<file path="config.mk">
export PLATFORM = sky130hd
export DESIGN_NAME = ufc_top
export DESIGN_NICKNAME = d
export VERILOG_FILES = /design/src/common/ufc_pkg.sv /design/src/rtl/ufc_dma_req.sv /design/src/rtl/ufc_top.sv
export SDC_FILE = /design/constraint.sdc
export NUM_CORES = 1
export LEC_CHECK = 0
export ABC_AREA = 1
export ABC_CLOCK_PERIOD_IN_PS = 3930
export BUFFER_PORTS_ARGS = -buffer_cell sky130_fd_sc_hd__buf_4
export CAP_MARGIN = 10
export CORE_MARGIN = 2
export CORE_UTILIZATION = 30
export DETAILED_ROUTE_END_ITERATION = 8
export GPL_TIMING_DRIVEN = 0
export PLACE_DENSITY = 0.56
export SLEW_MARGIN = 20
export SYNTH_ARGS = -nofsm -noshare
export SYNTH_HDL_FRONTEND = slang
export SYNTH_HIERARCHICAL = 1
export SYNTH_SLANG_ARGS = --single-unit
</file>
<file path="constraint.sdc">
create_clock -name pclk -period 3.93 [get_ports pclk]
set_input_delay 0 -clock pclk [delete_from_list [all_inputs] [get_ports pclk]]
set_output_delay 0 -clock pclk [all_outputs]
set_load 0.03 [all_outputs]
</file>
<file path="src/common/ufc_pkg.sv">
// Constants for the serial port interrupt, DMA and soft flow control slice.
// Assumes a 32-bit APB slave with word-aligned registers and byte offsets.
package ufc_pkg;

  // ---------------------------------------------------------------
  // Register byte offsets
  // ---------------------------------------------------------------
  localparam logic [11:0] OFS_MASK          = 12'h038;
  localparam logic [11:0] OFS_RAW_STATUS    = 12'h03C;
  localparam logic [11:0] OFS_MASKED_STATUS = 12'h040;
  localparam logic [11:0] OFS_INT_CLEAR     = 12'h044;
  localparam logic [11:0] OFS_DMA_CONTROL   = 12'h048;
  localparam logic [11:0] OFS_SOFT_FLOW     = 12'h050;
  localparam logic [11:0] OFS_RESUME_CHAR1  = 12'h054;
  localparam logic [11:0] OFS_RESUME_CHAR2  = 12'h058;
  localparam logic [11:0] OFS_PAUSE_CHAR1   = 12'h05C;
  localparam logic [11:0] OFS_PAUSE_CHAR2   = 12'h060;
  localparam logic [11:0] OFS_FLOW_STATUS   = 12'h064;

  // ---------------------------------------------------------------
  // Interrupt bit positions (status, mask and clear share them)
  // ---------------------------------------------------------------
  localparam int IRQ_W         = 13;
  localparam int BIT_CTS       = 1;
  localparam int BIT_RX        = 4;
  localparam int BIT_TX        = 5;
  localparam int BIT_RX_TMO    = 6;
  localparam int BIT_FRAMING   = 7;
  localparam int BIT_PARITY    = 8;
  localparam int BIT_BREAK     = 9;
  localparam int BIT_OVERRUN   = 10;
  localparam int BIT_PAUSE     = 11;
  localparam int BIT_TX_EMPTY  = 12;
  localparam logic [IRQ_W-1:0] IRQ_IMPL_BITS = 13'h1FF2;

  // ---------------------------------------------------------------
  // DMA control fields
  // ---------------------------------------------------------------
  localparam int BIT_RX_DMA_EN   = 0;
  localparam int BIT_TX_DMA_EN   = 1;
  localparam int BIT_DMA_STOP_ER = 3;
  localparam int DMA_CTRL_W      = 4;
  localparam logic [DMA_CTRL_W-1:0] DMA_CTRL_IMPL = 4'hB;

  // ---------------------------------------------------------------
  // Soft flow control fields
  // ---------------------------------------------------------------
  localparam int BIT_FLOW_EN     = 0;
  localparam int POS_RX_SEL_LO   = 1;
  localparam int POS_TX_SEL_LO   = 3;
  localparam int BIT_ANY_RESUME  = 5;
  localparam int BIT_SPECIAL_EN  = 6;
  localparam int FLOW_CTRL_W     = 7;
  localparam int CHAR_W          = 8;

  // ---------------------------------------------------------------
  // Reset values
  // ---------------------------------------------------------------
  localparam logic [IRQ_W-1:0]       RST_IRQ       = 13'h0000;
  localparam logic [DMA_CTRL_W-1:0]  RST_DMA_CTRL  = 4'h0;
  localparam logic [FLOW_CTRL_W-1:0] RST_FLOW_CTRL = 7'h00;
  localparam logic [CHAR_W-1:0]      RST_CHAR      = 8'h00;

endpackage : ufc_pkg

</file>
<file path="src/rtl/ufc_dma_req.sv">
// One DMA request line with acknowledge handshake.
// Assumes want and ack come from logic on the same clock.
`timescale 1ns/100ps
module ufc_dma_req (
  input  wire logic pclk,
  input  wire logic presetn,
  input  wire logic enable,
  input  wire logic want,
  input  wire logic ack,
  output logic      req
);

  logic hold_off;

  // ---------------------------------------------------------------
  // Request flop
  // ---------------------------------------------------------------
  // Raise only when enabled; stays until acknowledged
  always_ff @(posedge pclk or negedge presetn) begin
    if (!presetn) begin
      req <= 1'b0;
    end else if (req && ack) begin
      req <= 1'b0;
    end else if (!req && !hold_off && enable && want) begin
      req <= 1'b1;
    end
  end

  // One idle cycle after ack so a stale want is not seen twice
  always_ff @(posedge pclk or negedge presetn) begin
    if (!presetn) begin
      hold_off <= 1'b0;
    end else begin
      hold_off <= req && ack;
    end
  end

endmodule : ufc_dma_req

</file>
<file path="src/rtl/ufc_top.sv">
// Interrupt status, DMA request and soft flow control slice of a serial port.
// Assumes an APB master on pclk and same-clock event pulses from the rest of the port.
//
// Decided for this implementation: the APB register port.
`timescale 1ns/100ps
module ufc_top (
  input  wire logic        pclk,
  input  wire logic        presetn,
  input  wire logic        psel,
  input  wire logic        penable,
  input  wire logic        pwrite,
  input  wire logic [11:0] paddr,
  input  wire logic [31:0] pwdata,
  output logic      [31:0] prdata,
  output logic             pready,
  output logic             pslverr,
  input  wire logic        evt_cts,
  input  wire logic        evt_rx,
  input  wire logic        evt_tx,
  input  wire logic        evt_rx_timeout,
  input  wire logic        evt_framing_err,
  input  wire logic        evt_parity_err,
  input  wire logic        evt_break_err,
  input  wire logic        evt_overrun_err,
  input  wire logic        evt_tx_fifo_empty,
  input  wire logic        rx_char_valid,
  input  wire logic [7:0]  rx_char,
  input  wire logic        tx_char_boundary,
  input  wire logic        rx_dma_want,
  input  wire logic        rx_dma_ack,
  input  wire logic        tx_dma_want,
  input  wire logic        tx_dma_ack,
  output logic             irq,
  output logic             rx_dma_req,
  output logic             tx_dma_req,
  output logic             tx_halt,
  output logic             special_char_hit
);

  // ---------------------------------------------------------------
  // Declarations
  // ---------------------------------------------------------------
  logic [ufc_pkg::IRQ_W-1:0]       irq_mask;
  logic [ufc_pkg::IRQ_W-1:0]       raw_status;
  logic [ufc_pkg::IRQ_W-1:0]       masked_interrupt_status;
  logic [ufc_pkg::IRQ_W-1:0]       irq_set;
  logic [ufc_pkg::IRQ_W-1:0]       irq_clr;
  logic [ufc_pkg::DMA_CTRL_W-1:0]  dma_control;
  logic [ufc_pkg::FLOW_CTRL_W-1:0] soft_flow_control;
  logic [ufc_pkg::CHAR_W-1:0]      resume_char1;
  logic [ufc_pkg::CHAR_W-1:0]      resume_char2;
  logic [ufc_pkg::CHAR_W-1:0]      pause_char1;
  logic [ufc_pkg::CHAR_W-1:0]      pause_char2;
  logic                            pause_pending;
  logic                            setup_phase;
  logic                            wr_en;
  logic                            addr_hit;
  logic [31:0]                     next_prdata;
  logic                            soft_flow_enable;
  logic [1:0]                      rx_flow_char_select;
  logic [1:0]                      tx_flow_char_select;
  logic                            any_char_resumes;
  logic                            special_char_detect_enable;
  logic                            rx_dma_enable;
  logic                            tx_dma_enable;
  logic                            rx_dma_stop_on_error;
  logic                            error_irq;
  logic                            rx_dma_want_gated;
  logic                            rx_pause_hit;
  logic                            tx_pause_hit;
  logic                            resume_hit;
  logic                            special_match;

  // ---------------------------------------------------------------
  // Character match against a selected set
  // ---------------------------------------------------------------
  // Select bit 0 picks set one, bit 1 set two, both picks both
  function automatic logic char_match(input logic [7:0] ch,
                                      input logic [1:0] sel,
                                      input logic [7:0] c1,
                                      input logic [7:0] c2);
    char_match = (sel[0] && (ch == c1)) || (sel[1] && (ch == c2));
  endfunction : char_match

  // ---------------------------------------------------------------
  // Field aliases
  // ---------------------------------------------------------------
  // Control bits steering the flow and DMA logic
  assign soft_flow_enable           = soft_flow_control[ufc_pkg::BIT_FLOW_EN];
  assign rx_flow_char_select        = soft_flow_control[ufc_pkg::POS_RX_SEL_LO +: 2];
  assign tx_flow_char_select        = soft_flow_control[ufc_pkg::POS_TX_SEL_LO +: 2];
  assign any_char_resumes           = soft_flow_control[ufc_pkg::BIT_ANY_RESUME];
  assign special_char_detect_enable = soft_flow_control[ufc_pkg::BIT_SPECIAL_EN];
  assign rx_dma_enable              = dma_control[ufc_pkg::BIT_RX_DMA_EN];
  assign tx_dma_enable              = dma_control[ufc_pkg::BIT_TX_DMA_EN];
  assign rx_dma_stop_on_error       = dma_control[ufc_pkg::BIT_DMA_STOP_ER];

  // ---------------------------------------------------------------
  // APB decode
  // ---------------------------------------------------------------
  // Setup phase loads read data; access phase answers in one cycle
  assign setup_phase = psel && !penable;
  assign wr_en       = psel && penable && pready && pwrite && !pslverr;

  // Address map and read mux
  always_comb begin
    addr_hit    = 1'b1;
    next_prdata = 32'h0000_0000;
    if (paddr == ufc_pkg::OFS_MASK) begin
      next_prdata[ufc_pkg::IRQ_W-1:0] = irq_mask;
    end else if (paddr == ufc_pkg::OFS_RAW_STATUS) begin
      next_prdata[ufc_pkg::IRQ_W-1:0] = raw_status;
    end else if (paddr == ufc_pkg::OFS_MASKED_STATUS) begin
      next_prdata[ufc_pkg::IRQ_W-1:0] = masked_interrupt_status;
    end else if (paddr == ufc_pkg::OFS_INT_CLEAR) begin
      next_prdata = 32'h0000_0000;                                // Write-only
    end else if (paddr == ufc_pkg::OFS_DMA_CONTROL) begin
      next_prdata[ufc_pkg::DMA_CTRL_W-1:0] = dma_control;
    end else if (paddr == ufc_pkg::OFS_SOFT_FLOW) begin
      next_prdata[ufc_pkg::FLOW_CTRL_W-1:0] = soft_flow_control;
    end else if (paddr == ufc_pkg::OFS_RESUME_CHAR1) begin
      next_prdata[ufc_pkg::CHAR_W-1:0] = resume_char1;
    end else if (paddr == ufc_pkg::OFS_RESUME_CHAR2) begin
      next_prdata[ufc_pkg::CHAR_W-1:0] = resume_char2;
    end else if (paddr == ufc_pkg::OFS_PAUSE_CHAR1) begin
      next_prdata[ufc_pkg::CHAR_W-1:0] = pause_char1;
    end else if (paddr == ufc_pkg::OFS_PAUSE_CHAR2) begin
      next_prdata[ufc_pkg::CHAR_W-1:0] = pause_char2;
    end else if (paddr == ufc_pkg::OFS_FLOW_STATUS) begin
      next_prdata[1:0] = {pause_pending, tx_halt};
    end else begin
      addr_hit = 1'b0;
    end
  end

  // Bus answer flops
  always_ff @(posedge pclk or negedge presetn) begin
    if (!presetn) begin
      pready  <= 1'b0;
      pslverr <= 1'b0;
      prdata  <= 32'h0000_0000;
    end else begin
      pready  <= setup_phase;
      pslverr <= setup_phase && !addr_hit;
      if (setup_phase) begin
        prdata <= pwrite ? 32'h0000_0000 : next_prdata;
      end
    end
  end

  // ---------------------------------------------------------------
  // Configuration registers
  // ---------------------------------------------------------------
  // Mask register
  always_ff @(posedge pclk or negedge presetn) begin
    if (!presetn) begin
      irq_mask <= ufc_pkg::RST_IRQ;
    end else if (wr_en && paddr == ufc_pkg::OFS_MASK) begin
      irq_mask <= pwdata[ufc_pkg::IRQ_W-1:0] & ufc_pkg::IRQ_IMPL_BITS;
    end
  end

  // DMA control register
  always_ff @(posedge pclk or negedge presetn) begin
    if (!presetn) begin
      dma_control <= ufc_pkg::RST_DMA_CTRL;
    end else if (wr_en && paddr == ufc_pkg::OFS_DMA_CONTROL) begin
      dma_control <= pwdata[ufc_pkg::DMA_CTRL_W-1:0] & ufc_pkg::DMA_CTRL_IMPL;
    end
  end

  // Soft flow control register
  always_ff @(posedge pclk or negedge presetn) begin
    if (!presetn) begin
      soft_flow_control <= ufc_pkg::RST_FLOW_CTRL;
    end else if (wr_en && paddr == ufc_pkg::OFS_SOFT_FLOW) begin
      soft_flow_control <= pwdata[ufc_pkg::FLOW_CTRL_W-1:0];
    end
  end

  // Resume and pause character registers
  always_ff @(posedge pclk or negedge presetn) begin
    if (!presetn) begin
      resume_char1 <= ufc_pkg::RST_CHAR;
      resume_char2 <= ufc_pkg::RST_CHAR;
      pause_char1  <= ufc_pkg::RST_CHAR;
      pause_char2  <= ufc_pkg::RST_CHAR;
    end else if (wr_en) begin
      if (paddr == ufc_pkg::OFS_RESUME_CHAR1) begin
        resume_char1 <= pwdata[ufc_pkg::CHAR_W-1:0];
      end else if (paddr == ufc_pkg::OFS_RESUME_CHAR2) begin
        resume_char2 <= pwdata[ufc_pkg::CHAR_W-1:0];
      end else if (paddr == ufc_pkg::OFS_PAUSE_CHAR1) begin
        pause_char1 <= pwdata[ufc_pkg::CHAR_W-1:0];
      end else if (paddr == ufc_pkg::OFS_PAUSE_CHAR2) begin
        pause_char2 <= pwdata[ufc_pkg::CHAR_W-1:0];
      end
    end
  end

  // ---------------------------------------------------------------
  // Character recognition
  // ---------------------------------------------------------------
  // Pause seen on the receive side raises the pause interrupt
  assign rx_pause_hit = rx_char_valid && soft_flow_enable &&
                        char_match(rx_char, rx_flow_char_select, pause_char1, pause_char2);

  // Pause seen for the transmit side halts our transmitter
  assign tx_pause_hit = rx_char_valid && soft_flow_enable &&
                        char_match(rx_char, tx_flow_char_select, pause_char1, pause_char2);

  // Valid resume, if not a selected pause: any char, or one of the selected resume values
  assign resume_hit = rx_char_valid && soft_flow_enable && !tx_pause_hit &&
                      (any_char_resumes ||
                       char_match(rx_char, tx_flow_char_select, resume_char1, resume_char2));

  // Special detection flags any programmed flow character
  assign special_match = rx_char_valid && special_char_detect_enable &&
                         (char_match(rx_char, 2'b11, pause_char1, pause_char2) ||
                          char_match(rx_char, 2'b11, resume_char1, resume_char2));

  // Special character pulse
  always_ff @(posedge pclk or negedge presetn) begin
    if (!presetn) begin
      special_char_hit <= 1'b0;
    end else begin
      special_char_hit <= special_match;
    end
  end

  // ---------------------------------------------------------------
  // Transmit halt
  // ---------------------------------------------------------------
  // Pause waits for the current character to finish
  always_ff @(posedge pclk or negedge presetn) begin
    if (!presetn) begin
      pause_pending <= 1'b0;
    end else if (!soft_flow_enable || tx_flow_char_select == 2'b00 || resume_hit) begin
      pause_pending <= 1'b0;
    end else if (tx_pause_hit) begin
      pause_pending <= 1'b1;
    end else if (tx_char_boundary) begin
      pause_pending <= 1'b0;
    end
  end

  // Halt level seen by the transmitter
  always_ff @(posedge pclk or negedge presetn) begin
    if (!presetn) begin
      tx_halt <= 1'b0;
    end else if (!soft_flow_enable || tx_flow_char_select == 2'b00 || resume_hit) begin
      tx_halt <= 1'b0;
    end else if (pause_pending && tx_char_boundary) begin
      tx_halt <= 1'b1;
    end
  end

  // ---------------------------------------------------------------
  // Interrupt status
  // ---------------------------------------------------------------
  // Event vector in status bit order
  always_comb begin
    irq_set                         = ufc_pkg::RST_IRQ;
    irq_set[ufc_pkg::BIT_CTS]       = evt_cts;
    irq_set[ufc_pkg::BIT_RX]        = evt_rx;
    irq_set[ufc_pkg::BIT_TX]        = evt_tx;
    irq_set[ufc_pkg::BIT_RX_TMO]    = evt_rx_timeout;
    irq_set[ufc_pkg::BIT_FRAMING]   = evt_framing_err;
    irq_set[ufc_pkg::BIT_PARITY]    = evt_parity_err;
    irq_set[ufc_pkg::BIT_BREAK]     = evt_break_err;
    irq_set[ufc_pkg::BIT_OVERRUN]   = evt_overrun_err;
    irq_set[ufc_pkg::BIT_PAUSE]     = rx_pause_hit;
    irq_set[ufc_pkg::BIT_TX_EMPTY]  = evt_tx_fifo_empty;
  end

  // Clear vector from a write of ones; zeros do nothing
  assign irq_clr = (wr_en && paddr == ufc_pkg::OFS_INT_CLEAR) ?
                   (pwdata[ufc_pkg::IRQ_W-1:0] & ufc_pkg::IRQ_IMPL_BITS) : ufc_pkg::RST_IRQ;

  // Sticky raw flags; a new event beats a same-cycle clear
  always_ff @(posedge pclk or negedge presetn) begin
    if (!presetn) begin
      raw_status <= ufc_pkg::RST_IRQ;
    end else begin
      raw_status <= (raw_status & ~irq_clr) | irq_set;
    end
  end

  // Masked view of the raw flags
  assign masked_interrupt_status = raw_status & irq_mask;

  // Interrupt line
  always_ff @(posedge pclk or negedge presetn) begin
    if (!presetn) begin
      irq <= 1'b0;
    end else begin
      irq <= |masked_interrupt_status;
    end
  end

  // ---------------------------------------------------------------
  // DMA requests
  // ---------------------------------------------------------------
  // Any masked receive error blocks receive DMA when asked to
  assign error_irq = masked_interrupt_status[ufc_pkg::BIT_FRAMING] |
                     masked_interrupt_status[ufc_pkg::BIT_PARITY] |
                     masked_interrupt_status[ufc_pkg::BIT_BREAK] |
                     masked_interrupt_status[ufc_pkg::BIT_OVERRUN];
  assign rx_dma_want_gated = rx_dma_want && !(rx_dma_stop_on_error && error_irq);

  // Receive request line
  ufc_dma_req u_rx_dma (
    .pclk    (pclk),
    .presetn (presetn),
    .enable  (rx_dma_enable),
    .want    (rx_dma_want_gated),
    .ack     (rx_dma_ack),
    .req     (rx_dma_req)
  );

  // Transmit request line
  ufc_dma_req u_tx_dma (
    .pclk    (pclk),
    .presetn (presetn),
    .enable  (tx_dma_enable),
    .want    (tx_dma_want),
    .ack     (tx_dma_ack),
    .req     (tx_dma_req)
  );

endmodule : ufc_top
</file>
==> flow_summary.toml, run 1 <==
[sta]
clock.fmax_mhz = 380.9
hold_viol = 0
finalHoldWorstSlack_ns = 0.002178
timing.setup.tns_ns = 0
transition_time_of_the_tightest_slew_check_pin_ns = 0.7785
timing.clock.skew_ns = 0.008693
post-route-min-period_ns = 2.626
setup_violations = 0
finalMaxSlewViolations = 0
timing.slew.headroom_pct = 48.10
post-route-period-util_pct = 66.81
unrepaired_setup_endpoints_after_global_routing = "no"

[worst_setup_path]
r2r_end = "raw_status[8]"
crit_path_start_kind = "flip-flop"
setup.reg_to_reg.worst_slack_ns = 1.30
critical_path.endpoint_type = "flip-flop"
arrival_ns = 2.87
worst_r2r_path_depth = 5
worstPathMaxFanout = 10
timing.setup.critical_path_class = "flip-flop to flip-flop"
worst-endpoint-required_ns = 4.17
r2r-start = "pslverr"

[clocking]
clk_pin_slew_worst_paths_ns = 0.07
cts.repair.resized = 0
htree_num_levels = 3
clk_path_buf_depth = 2
cts_buffers = 9
ctsRootBufferMaster = "sky130_fd_sc_hd__clkbuf_16"
worstSkewPairLatency_ns = 0.36
ctsHoldBuffers = 28
cts_tree = "done"
clkSinkCount = 85
postcts_setup_bufs = 0

[worst_hold_path]
min_path_cells = 3
worstHoldEndpoint = "soft_flow_control[0]"
hold_path.class = "input pin to flip-flop"
timing.hold.worst.start = "pwdata[0]"

[global_route]
via_count_of_the_first_global_routing_pass = 3958
grt_antenna_before_repair = 0
first_pass_grt_wire_length_um = 21560
grt_remaining_overflow = 0
grt_use_total_pct = 16.92
grt_start_max_net_pins = 86

[power_and_ir_drop]
ir_drop_mv = 0.2277
powerDensity_mw_per_mm2 = 322.8
cellLeakagePower_nw = 3.045

[drt]
dr_total_vias = 4294
postRouteWirelength_um = 13940
iteration_0_drc_count_of_the_detailed_router = 354
remaining_drcs = 0
drt-pass1-iter-count = 5
via_per_instance_ratio = 4.534
wire_per_inst_um = 14.72
route.antenna.remaining_nets = 0

[synthesis]
synthesis.area_mm2 = 0.004796
post_synth_inst_count = 605
synth-warning-count = 6
ys_ff_latch = 85
synth_area_per_cell_um2 = 7.927
top_cell_type_s_share_of_synthesized_area_pct = 44.35
synth_area_leader_cell = "sky130_fd_sc_hd__dfrtp_1"
netlist-cell-type-count = 44
synth.top_cells.by_area = "sky130_fd_sc_hd__dfrtp_1, sky130_fd_sc_hd__nand2_1, sky130_fd_sc_hd__o21ai_0"
yosysSeqAreaShare_pct = 44.35

[place]
dpl.hpwl_um = 10420
port_buffers = 65
gp_congestion = 0.8437

[cells_and_area]
diodes = 0
layout.cells.most_common = "sky130_fd_sc_hd__nand2_1"
utilization_pct = 39.50
final_net_count = 799
syn2layout_area_growth_pct = 29.87
layout-drive-gt1-share_pct = 19.02
layout_common_cells = "sky130_fd_sc_hd__nand2_1, sky130_fd_sc_hd__dfrtp_1, sky130_fd_sc_hd__buf_4"

[status]
outcome = "finished clean"

[floorplanning]
floorplan.die.width_um = 130.4
core.rowCount = 46
dieArea_mm2 = 0.01701
initial_utilization_pct = 30.41
ioPinCount = 111
design.core.area_mm2 = 0.01577
chipHeight_um = 130.4

[job]
cap_violations = 0
==> power by group <==
group / switching (mW) / internal (mW) / leakage, nW
Combinational: 0.113 / 0.0822 / 1.75
Sequential: 0.00118 / 0.876 / 1.14
Clock: 0.366 / 0.573 / 0.151
==> worst max-delay path, stage by stage (launching register included) <==
cell and delay (ns):
sky130_fd_sc_hd__dfrtp_1 0.42, sky130_fd_sc_hd__nor3_2 0.51, sky130_fd_sc_hd__nand4_1 0.58, sky130_fd_sc_hd__o21ai_0 0.37, sky130_fd_sc_hd__nand2_1 0.07, sky130_fd_sc_hd__dlygate4sd3_1 0.56
==> cells in the mapped netlist (all sizes together) <==
cell	count
a21boi	1
a21oi	7
a221oi	1
a22oi	1
a32o	4
a41oi	1
buf	31
clkbuf	6
conb	1
dfrtp	85
inv	69
nand2	160
nand3	36
nand4	7
nor2	39
nor3	7
nor4	3
o2111ai	3
o211a	1
o211ai	5
o21a	1
o21ai	85
o21bai	3
o221ai	2
o22ai	4
or2	9
or3	1
xnor2	26
xor2	6
==> metrics by stage <==
| stage | power, mW | instance area (um2) | cells | setup slack (ns) |
|---|---|---|---|---|
| 2_1_floorplan | 0.9911 | 4863 | 623 | 2.339 |
| 3_3_place_gp | 1.071 | 5622 | 904 | 1.887 |
| 3_5_place_dp | 1.071 | 5622 | 904 | 1.838 |
| 4_1_cts | 2.022 | 6225 | 947 | 1.334 |
| 5_1_grt | 2.074 | 6228 | 947 | 1.140 |
| 6_report | 2.011 | 6228 | 947 | 1.304 |
==> registers in the layout (all words and copies together), names as in the netlist, 3 cells and up <==
name / count
resume_char1: 8
prdata: 13
resume_char2: 8
dma_control: 3
pause_char1: 8
raw_status: 10
soft_flow_control: 7
irq_mask: 10
pause_char2: 8
==> worst max path at each step <==
stage | startpoint | end | slack, ns | cells after the start
after floorplan | pready | pause_char2[6] | 2.34 | 8
after global placement | pslverr | raw_status[4] | 1.89 | 4
after detailed placement | pslverr | raw_status[11] | 1.84 | 4
after CTS | pslverr | raw_status[9] | 1.33 | 5
after global routing | pready | raw_status[8] | 1.14 | 6
final | pslverr | raw_status[8] | 1.30 | 5
==> layout make-up <==
cell class | count | area, um2
sequential | 85 | 2127
buffer | 37 | 244.0
fill | 1670 | 9542
clock inverter | 5 | 83.83
clock buffer | 10 | 239.0
timing repair buffer | 93 | 772.0
multi-input combinational | 432 | 2231
tap | 216 | 270.3
inverter | 69 | 261.5
==> per-layer routing <==
metal  routed length [um]  global-route usage (%)  vias up  share of wire [%]
li1                     -                       -     2179                  -
met1                 6502                   23.44     1972                 47
met2                 6433                   26.67      122                 46
met3                  699                   2.972       21                5.0
met4                  303                   6.258        0                2.2
met5                    0                       0        -                  0
==> kinds of logic (layout without fill, tap and decap cells) <==
| family | count (synthesis) | in the layout | synth area share [%] |
|---|---|---|---|
| xor gates and xnor gates | 32 | 32 | 5.844 |
| AOI/OAI and AO/OA | 119 | 119 | 14.17 |
| buffers and inverters | 106 | 214 | 10.54 |
| other | 1 | 19 | 0.07819 |
| DFF | 85 | 85 | 44.35 |
| and+or+nand+nor | 262 | 262 | 25.02 |
(Power assumes the default switching activity.)
==> inputs of run 2 (changes only) <==
ABC_AREA = 0   (was 1)
ABC_CLOCK_PERIOD_IN_PS = 2600   (was 3930)
clock period = 2.6 ns   (was 3.93 ns; I/O delays follow)
==> run 2 against run 1 <==
Synthesized cell count fell by 27%. Flip-flop and latch count did not move. Fmax is 7.3% higher. Clock power is 46% higher. Die area is 1.6% lower. First-iteration DRC count is 43% lower. Final area up 0.18%. Utilization increased by 1.4 points. Area after synthesis fell by 1.7%. Wire length fell by 1.3%. Sequential share of layout area decreased by 0.062 points. Via count decreased by 8.8%.
==> flow_summary.toml, run 2 <==
[clocking]
clkSinkCount = 85
clk_pin_slew_worst_paths_ns = 0.06
worstSkewPairLatency_ns = 0.34
cts_buffers = 9
ctsRootBufferMaster = "sky130_fd_sc_hd__clkbuf_16"
clk_path_buf_depth = 2
cts_tree = "done"
htree_num_levels = 3

[worst_setup_path]
worst-endpoint-required_ns = 2.82
worst_path_largest_cell_delay_ns = 0.43
cpMaxStageDelayCell = "sky130_fd_sc_hd__nor2_2"
startpoint = "pready"
r2r-start = "pready"
critical_path.endpoint_type = "flip-flop"
arrival_ns = 2.67
worstPathMaxFanout = 8
timing.setup.critical_path_class = "flip-flop to flip-flop"
critical_path.cell_chain = "nand4_1, or2_2, clkbuf_1, or3_1, buf_2, nor2_2, mux2_2"
crit_path_start_kind = "flip-flop"

[cells_and_area]
layout_top_registers = "prdata: 13 flops, irq_mask: 10 flops, raw_status: 10 flops"
layout_common_cells = "sky130_fd_sc_hd__buf_4, sky130_fd_sc_hd__dfrtp_1, sky130_fd_sc_hd__mux2_2"
fillers = 1518
largest_register_ffs = 13
syn2layout_area_growth_pct = 32.35
combined_flip_flop_and_latch_cell_area_mm2 = 0.002127
layout-drive-gt1-share_pct = 31.44
multiInputGateArea_mm2 = 0.002391
layout.cells.most_common = "sky130_fd_sc_hd__buf_4"
register_with_the_most_flip_flops = "prdata"
final_net_count = 649
diodes = 0

[synthesis]
netlist-cell-type-count = 63
top_cell_type_s_share_of_synthesized_area_pct = 45.12
yosysSeqAreaShare_pct = 45.12
synth_area_leader_cell = "sky130_fd_sc_hd__dfrtp_1"
yosys_most_used_dff = "sky130_fd_sc_hd__dfrtp_1"
synth_most_common_cell = "sky130_fd_sc_hd__dfrtp_1"
synth.top_cells.by_area = "sky130_fd_sc_hd__dfrtp_1, sky130_fd_sc_hd__mux2_2, sky130_fd_sc_hd__buf_4"
asyncSetResetFlopFracSynth_pct = 100.0
synthesis.area_mm2 = 0.004715
synth_top_cells_by_count = "sky130_fd_sc_hd__dfrtp_1, sky130_fd_sc_hd__mux2_2, sky130_fd_sc_hd__nand2_1, sky130_fd_sc_hd__nor2_1, sky130_fd_sc_hd__buf_4"
synth-warning-count = 6
synth_edf_count = 0
ys_ff_latch = 85
synth_area_per_cell_um2 = 10.64
post_synth_inst_count = 443

[power_and_ir_drop]
ir_drop_mv = 0.3106
powerDensity_mw_per_mm2 = 484.7
cellLeakagePower_nw = 2.858

[global_route]
via_count_of_the_first_global_routing_pass = 3991
first_pass_grt_wire_length_um = 21450
grt_remaining_overflow = 0
grt_start_max_net_pins = 86
grt_use_total_pct = 16.84
grt_antenna_before_repair = 0

[place]
dpl_worst_slack_ns = 0.06037
gp_congestion = 0.8539
port_buffers = 70
dpl.hpwl_um = 10300

[sta]
clock.fmax_mhz = 408.6
post-route-min-period_ns = 2.447
layout_setup_ws_ns = 0.1526
finalMaxSlewViolations = 0
setup_violations = 0
post-route-period-util_pct = 94.13
unrepaired_setup_endpoints_after_global_routing = "no"
timing.slew.headroom_pct = 35.85
hold_viol = 0
timing.setup.tns_ns = 0
timing.clock.skew_ns = 0.01045
transition_time_of_the_tightest_slew_check_pin_ns = 0.9602

[job]
cap_violations = 0

[drt]
remaining_drcs = 0
iteration_0_drc_count_of_the_detailed_router = 203
drt-pass1-iter-count = 5
route.antenna.remaining_nets = 0
postRouteWirelength_um = 13760
wire_per_inst_um = 17.36
via_per_instance_ratio = 4.938
dr_total_vias = 3916

[status]
outcome = "finished clean"

[worst_hold_path]
hold_path.class = "input pin to flip-flop"
timing.hold.worst.start = "pwrite"

[floorplanning]
dieArea_mm2 = 0.01673
floorplan.die.width_um = 129.4
initial_utilization_pct = 30.90
ioPinCount = 111
design.core.area_mm2 = 0.01526
core.rowCount = 45
chipHeight_um = 129.4
run 2: cell count changes after synthesis, sizes merged, moves of 10 or more:
| cell | before | now |
|---|---|---|
| inv | 69 | 8 |
| nor2 | 39 | 24 |
| xnor2 | 26 | 16 |
| xor2 | 6 | 16 |
| o21ai | 85 | 16 |
| nand3 | 36 | 4 |
| nand2 | 160 | 37 |
| mux2 | 0 | 57 |
run 2: power breakdown:
part           total, mW  internal (mW)  switching, mW  leakage, nW
combinational      0.332          0.143          0.189         1.57
clock               1.37          0.842          0.525        0.153
sequential          1.33           1.32        0.00106         1.14
run 2: final timing paths:
kind,to,slack (ns),cells after the start
setup reg to reg,pause_char1[1],0.15,7
min in group asynchronous,resume_char1[3],0.27,2
max in group asynchronous,raw_status[11],1.75,2
hold reg to reg,prdata[9],0.49,2
hold / removal,prdata[12],0.03,3
setup / recovery,pause_char1[1],0.15,7
run 2: metal layers:
metal  part of all wire (%)  wire length, um  up-vias  track usage [%]
met1                     46             6342     1912            22.56
met4                    1.3              184        0            4.923
li1                       -                -     1845                -
met2                     47             6471      142            27.71
met3                    5.6              764       17            3.344
met5                      0                0        -                0
run 2: repair_timing:
item                                    in CTS  in global routing
endpoints found under the setup margin       0                  3
gates resized for setup                      0                  1
hold buffers                                32                  0
setup buffers                                0                  3
hold endpoints to repair                   153                  0
run 2: stage by stage:
step	cells	cell area (um2)	hold WS, ns	utilization [%]	power [mW]
global route	793	6240	0.05904	40.89	3.148
CTS	790	6207	0.02431	40.68	3.057
finish	793	6240	0.03455	40.89	3.025
floorplan	461	4782	-0.2956	-	1.498
detailed placement	742	5572	0.1829	36.52	1.647
global placement	742	5572	0.1796	36.52	1.643
run 2: cell families after synthesis:
kind of cell    Yosys count  share of synthesized area, %
buf+inv                  49                         5.733
xor+xnor                 32                         5.945
mux                      65                         15.31
other cells               1                       0.07954
flops                    85                         45.12
simple gates            123                         14.62
compound gates           88                         13.19
run 2: critical path, delay by kind of cell, from the launching register on:
family	cells	cell delay [ns]
buffers and inverters	2	0.38
multiplexers	1	0.39
AND/OR/NAND/NOR	4	1.21
flip-flops	1	0.34
run 2: area by class of cell:
class                      instances  share of cell area (%)
multi-input combinational        327                   38.32
inverter                           8                  0.4813
sequential                        85                   34.09
clock buffer                      10                   3.670
clock inverter                     6                   1.384
buffer                            41                   3.850
timing repair buffer             105                   13.98
tap                              211                   4.231
==> inputs of run 3 (changes only) <==
BUFFER_PORTS_ARGS = -buffer_cell sky130_fd_sc_hd__buf_2   (was -buffer_cell sky130_fd_sc_hd__buf_4)
==> run 3 against run 2 <==
Power down 2.3%. Flip-flop and latch count unchanged. Register-to-register slack worse by 0.04 ns. Critical path depth unchanged. Worst hold slack worse by 0.016 ns.
==> flow_summary.toml, run 3 (synthesis gave the netlist of run 2 again) <==
[status]
outcome = "finished clean"

[drt]
drt-pass1-iter-count = 4
route.antenna.remaining_nets = 0
postRouteWirelength_um = 13700
remaining_drcs = 0
via_per_instance_ratio = 4.971
dr_total_vias = 3902
iteration_0_drc_count_of_the_detailed_router = 256
wire_per_inst_um = 17.45

[clocking]
clk_pin_slew_worst_paths_ns = 0.06
ctsRootBufferMaster = "sky130_fd_sc_hd__clkbuf_16"
htree_num_levels = 3
clkSinkCount = 85
cts_tree = "done"
worstSkewPairLatency_ns = 0.35
clk_path_buf_depth = 2
cts_buffers = 9

[floorplanning]
ioPinCount = 111
core.rowCount = 45
initial_utilization_pct = 30.90
design.core.area_mm2 = 0.01526
chipHeight_um = 129.4
floorplan.die.width_um = 129.4
dieArea_mm2 = 0.01673

[sta]
timing.clock.skew_ns = 0.005953
post-route-min-period_ns = 2.490
timing.slew.headroom_pct = 31.10
setup_violations = 0
finalHoldWorstSlack_ns = 0.01887
hold_viol = 0
layout_setup_ws_ns = 0.1097
post-route-period-util_pct = 95.78
transition_time_of_the_tightest_slew_check_pin_ns = 1.031
timing.setup.tns_ns = 0
finalMaxSlewViolations = 0
clock.fmax_mhz = 401.6
unrepaired_setup_endpoints_after_global_routing = "no"

[cells_and_area]
layout_common_cells = "sky130_fd_sc_hd__dfrtp_1, sky130_fd_sc_hd__buf_2, sky130_fd_sc_hd__mux2_2"
syn2layout_area_growth_pct = 27.31
register_with_the_most_flip_flops = "prdata"
multiInputGateArea_mm2 = 0.002391
layout_top_registers = "prdata: 13 flops, irq_mask: 10 flops, raw_status: 10 flops"
largest_register_ffs = 13
combined_flip_flop_and_latch_cell_area_mm2 = 0.002127
final_net_count = 643
layout.cells.most_common = "sky130_fd_sc_hd__dfrtp_1"
diodes = 0
finalNonFillerCells = 785
layout-drive-gt1-share_pct = 31.36
fillers = 1514

[worst_setup_path]
worst_path_largest_cell_delay_ns = 0.45
setup.reg_to_reg.worst_slack_ns = 0.11
cpMaxStageDelayCell = "sky130_fd_sc_hd__nor2_2"
worst-endpoint-required_ns = 2.82
critical_path.endpoint_type = "flip-flop"
timing.setup.critical_path_class = "flip-flop to flip-flop"
arrival_ns = 2.72
worstPathMaxFanout = 8
crit_path_start_kind = "flip-flop"
critical_path.cell_chain = "nand4_1, or2_2, clkbuf_1, or3_1, buf_2, nor2_2, mux2_2"

[worst_hold_path]
hold_path.class = "input pin to flip-flop"

[power_and_ir_drop]
clkPwrFrac_pct = 44.8
total_switching_power_mw = 0.6794
cellLeakagePower_nw = 2.795
powerDensity_mw_per_mm2 = 492.4
post-layout-total-power_mw = 2.955
share_comb_of_total_power_pct = 10.4
switching_share_pct = 22.99
power.sequential.fraction_pct = 44.9
ir_drop_mv = 0.3302
cellInternalPower_mw = 2.276

[place]
port_buffers = 70
placed_instance_count = 743
gp_congestion = 0.8937
dpl_worst_slack_ns = 0.09760
dpl.hpwl_um = 10490

[global_route]
first_pass_grt_wire_length_um = 21410
grt_use_total_pct = 17.10
grt_antenna_before_repair = 0
grt_remaining_overflow = 0
via_count_of_the_first_global_routing_pass = 3838
grt_start_max_net_pins = 49

[job]
cap_violations = 0
-- run 3: final timing paths --
check | from | endpoint | cells after the start
min | pwdata[4] | raw_status[4] | 3
max in group asynchronous | presetn | prdata[12] | 3
min reg2reg | prdata[10] | prdata[10] | 2
max reg2reg | pready | pause_char1[7] | 7
max | pready | pause_char1[7] | 7
min in group asynchronous | presetn | pause_char1[2] | 2
-- run 3: power groups by stage --
| stage | registers, mW | clock network (mW) | logic (mW) |
|---|---|---|---|
| 2_1_floorplan | 1.35 | 0 | 0.144 |
| 3_3_place_gp | 1.35 | 0 | 0.270 |
| 3_5_place_dp | 1.35 | 0 | 0.279 |
| 4_1_cts | 1.33 | 1.35 | 0.307 |
| 5_1_grt | 1.33 | 1.41 | 0.335 |
| 6_report | 1.33 | 1.32 | 0.306 |
-- run 3: metal layers --
metal,vias to the layer above,part of all wire [%],wire [um],global-route usage (%)
met4,0,1.2,160,4.923
met2,154,47,6434,27.31
li1,1825,-,-,-
met1,1907,45,6232,23.16
met3,16,6.4,874,4.129
met5,-,0,0,0
-- run 3: repair_timing --
action	4_1_cts	5_1_grt
hold buffers	25	0
endpoints found under the hold margin	79	0
endpoints found under the setup margin	0	1
resized for setup	0	1
buffers inserted	0	3
-- run 3: layout make-up --
class,instances,area share (%)
multi-input combinational,327,39.84
sequential,85,35.44
inverter,8,0.5003
tap,211,4.399
buffer,41,4.002
timing repair buffer,99,10.88
clock buffer,12,3.940
clock inverter,2,1.001
-- run 3: through the flow --
step                area (um2)  utilization [%]
CTS                       5973            39.15
finish                    6002            39.34
detailed placement        5426            35.56
floorplan                 4782                -
global route              6002            39.34
global placement          5396            35.37
-- run 3: critical path: cells and delay by family (launching register included) --
kind	cells	cell delay, ns
multiplexers	1	0.40
AND/OR/NAND/NOR	4	1.24
flip-flops	1	0.34
buffers and inverters	2	0.38
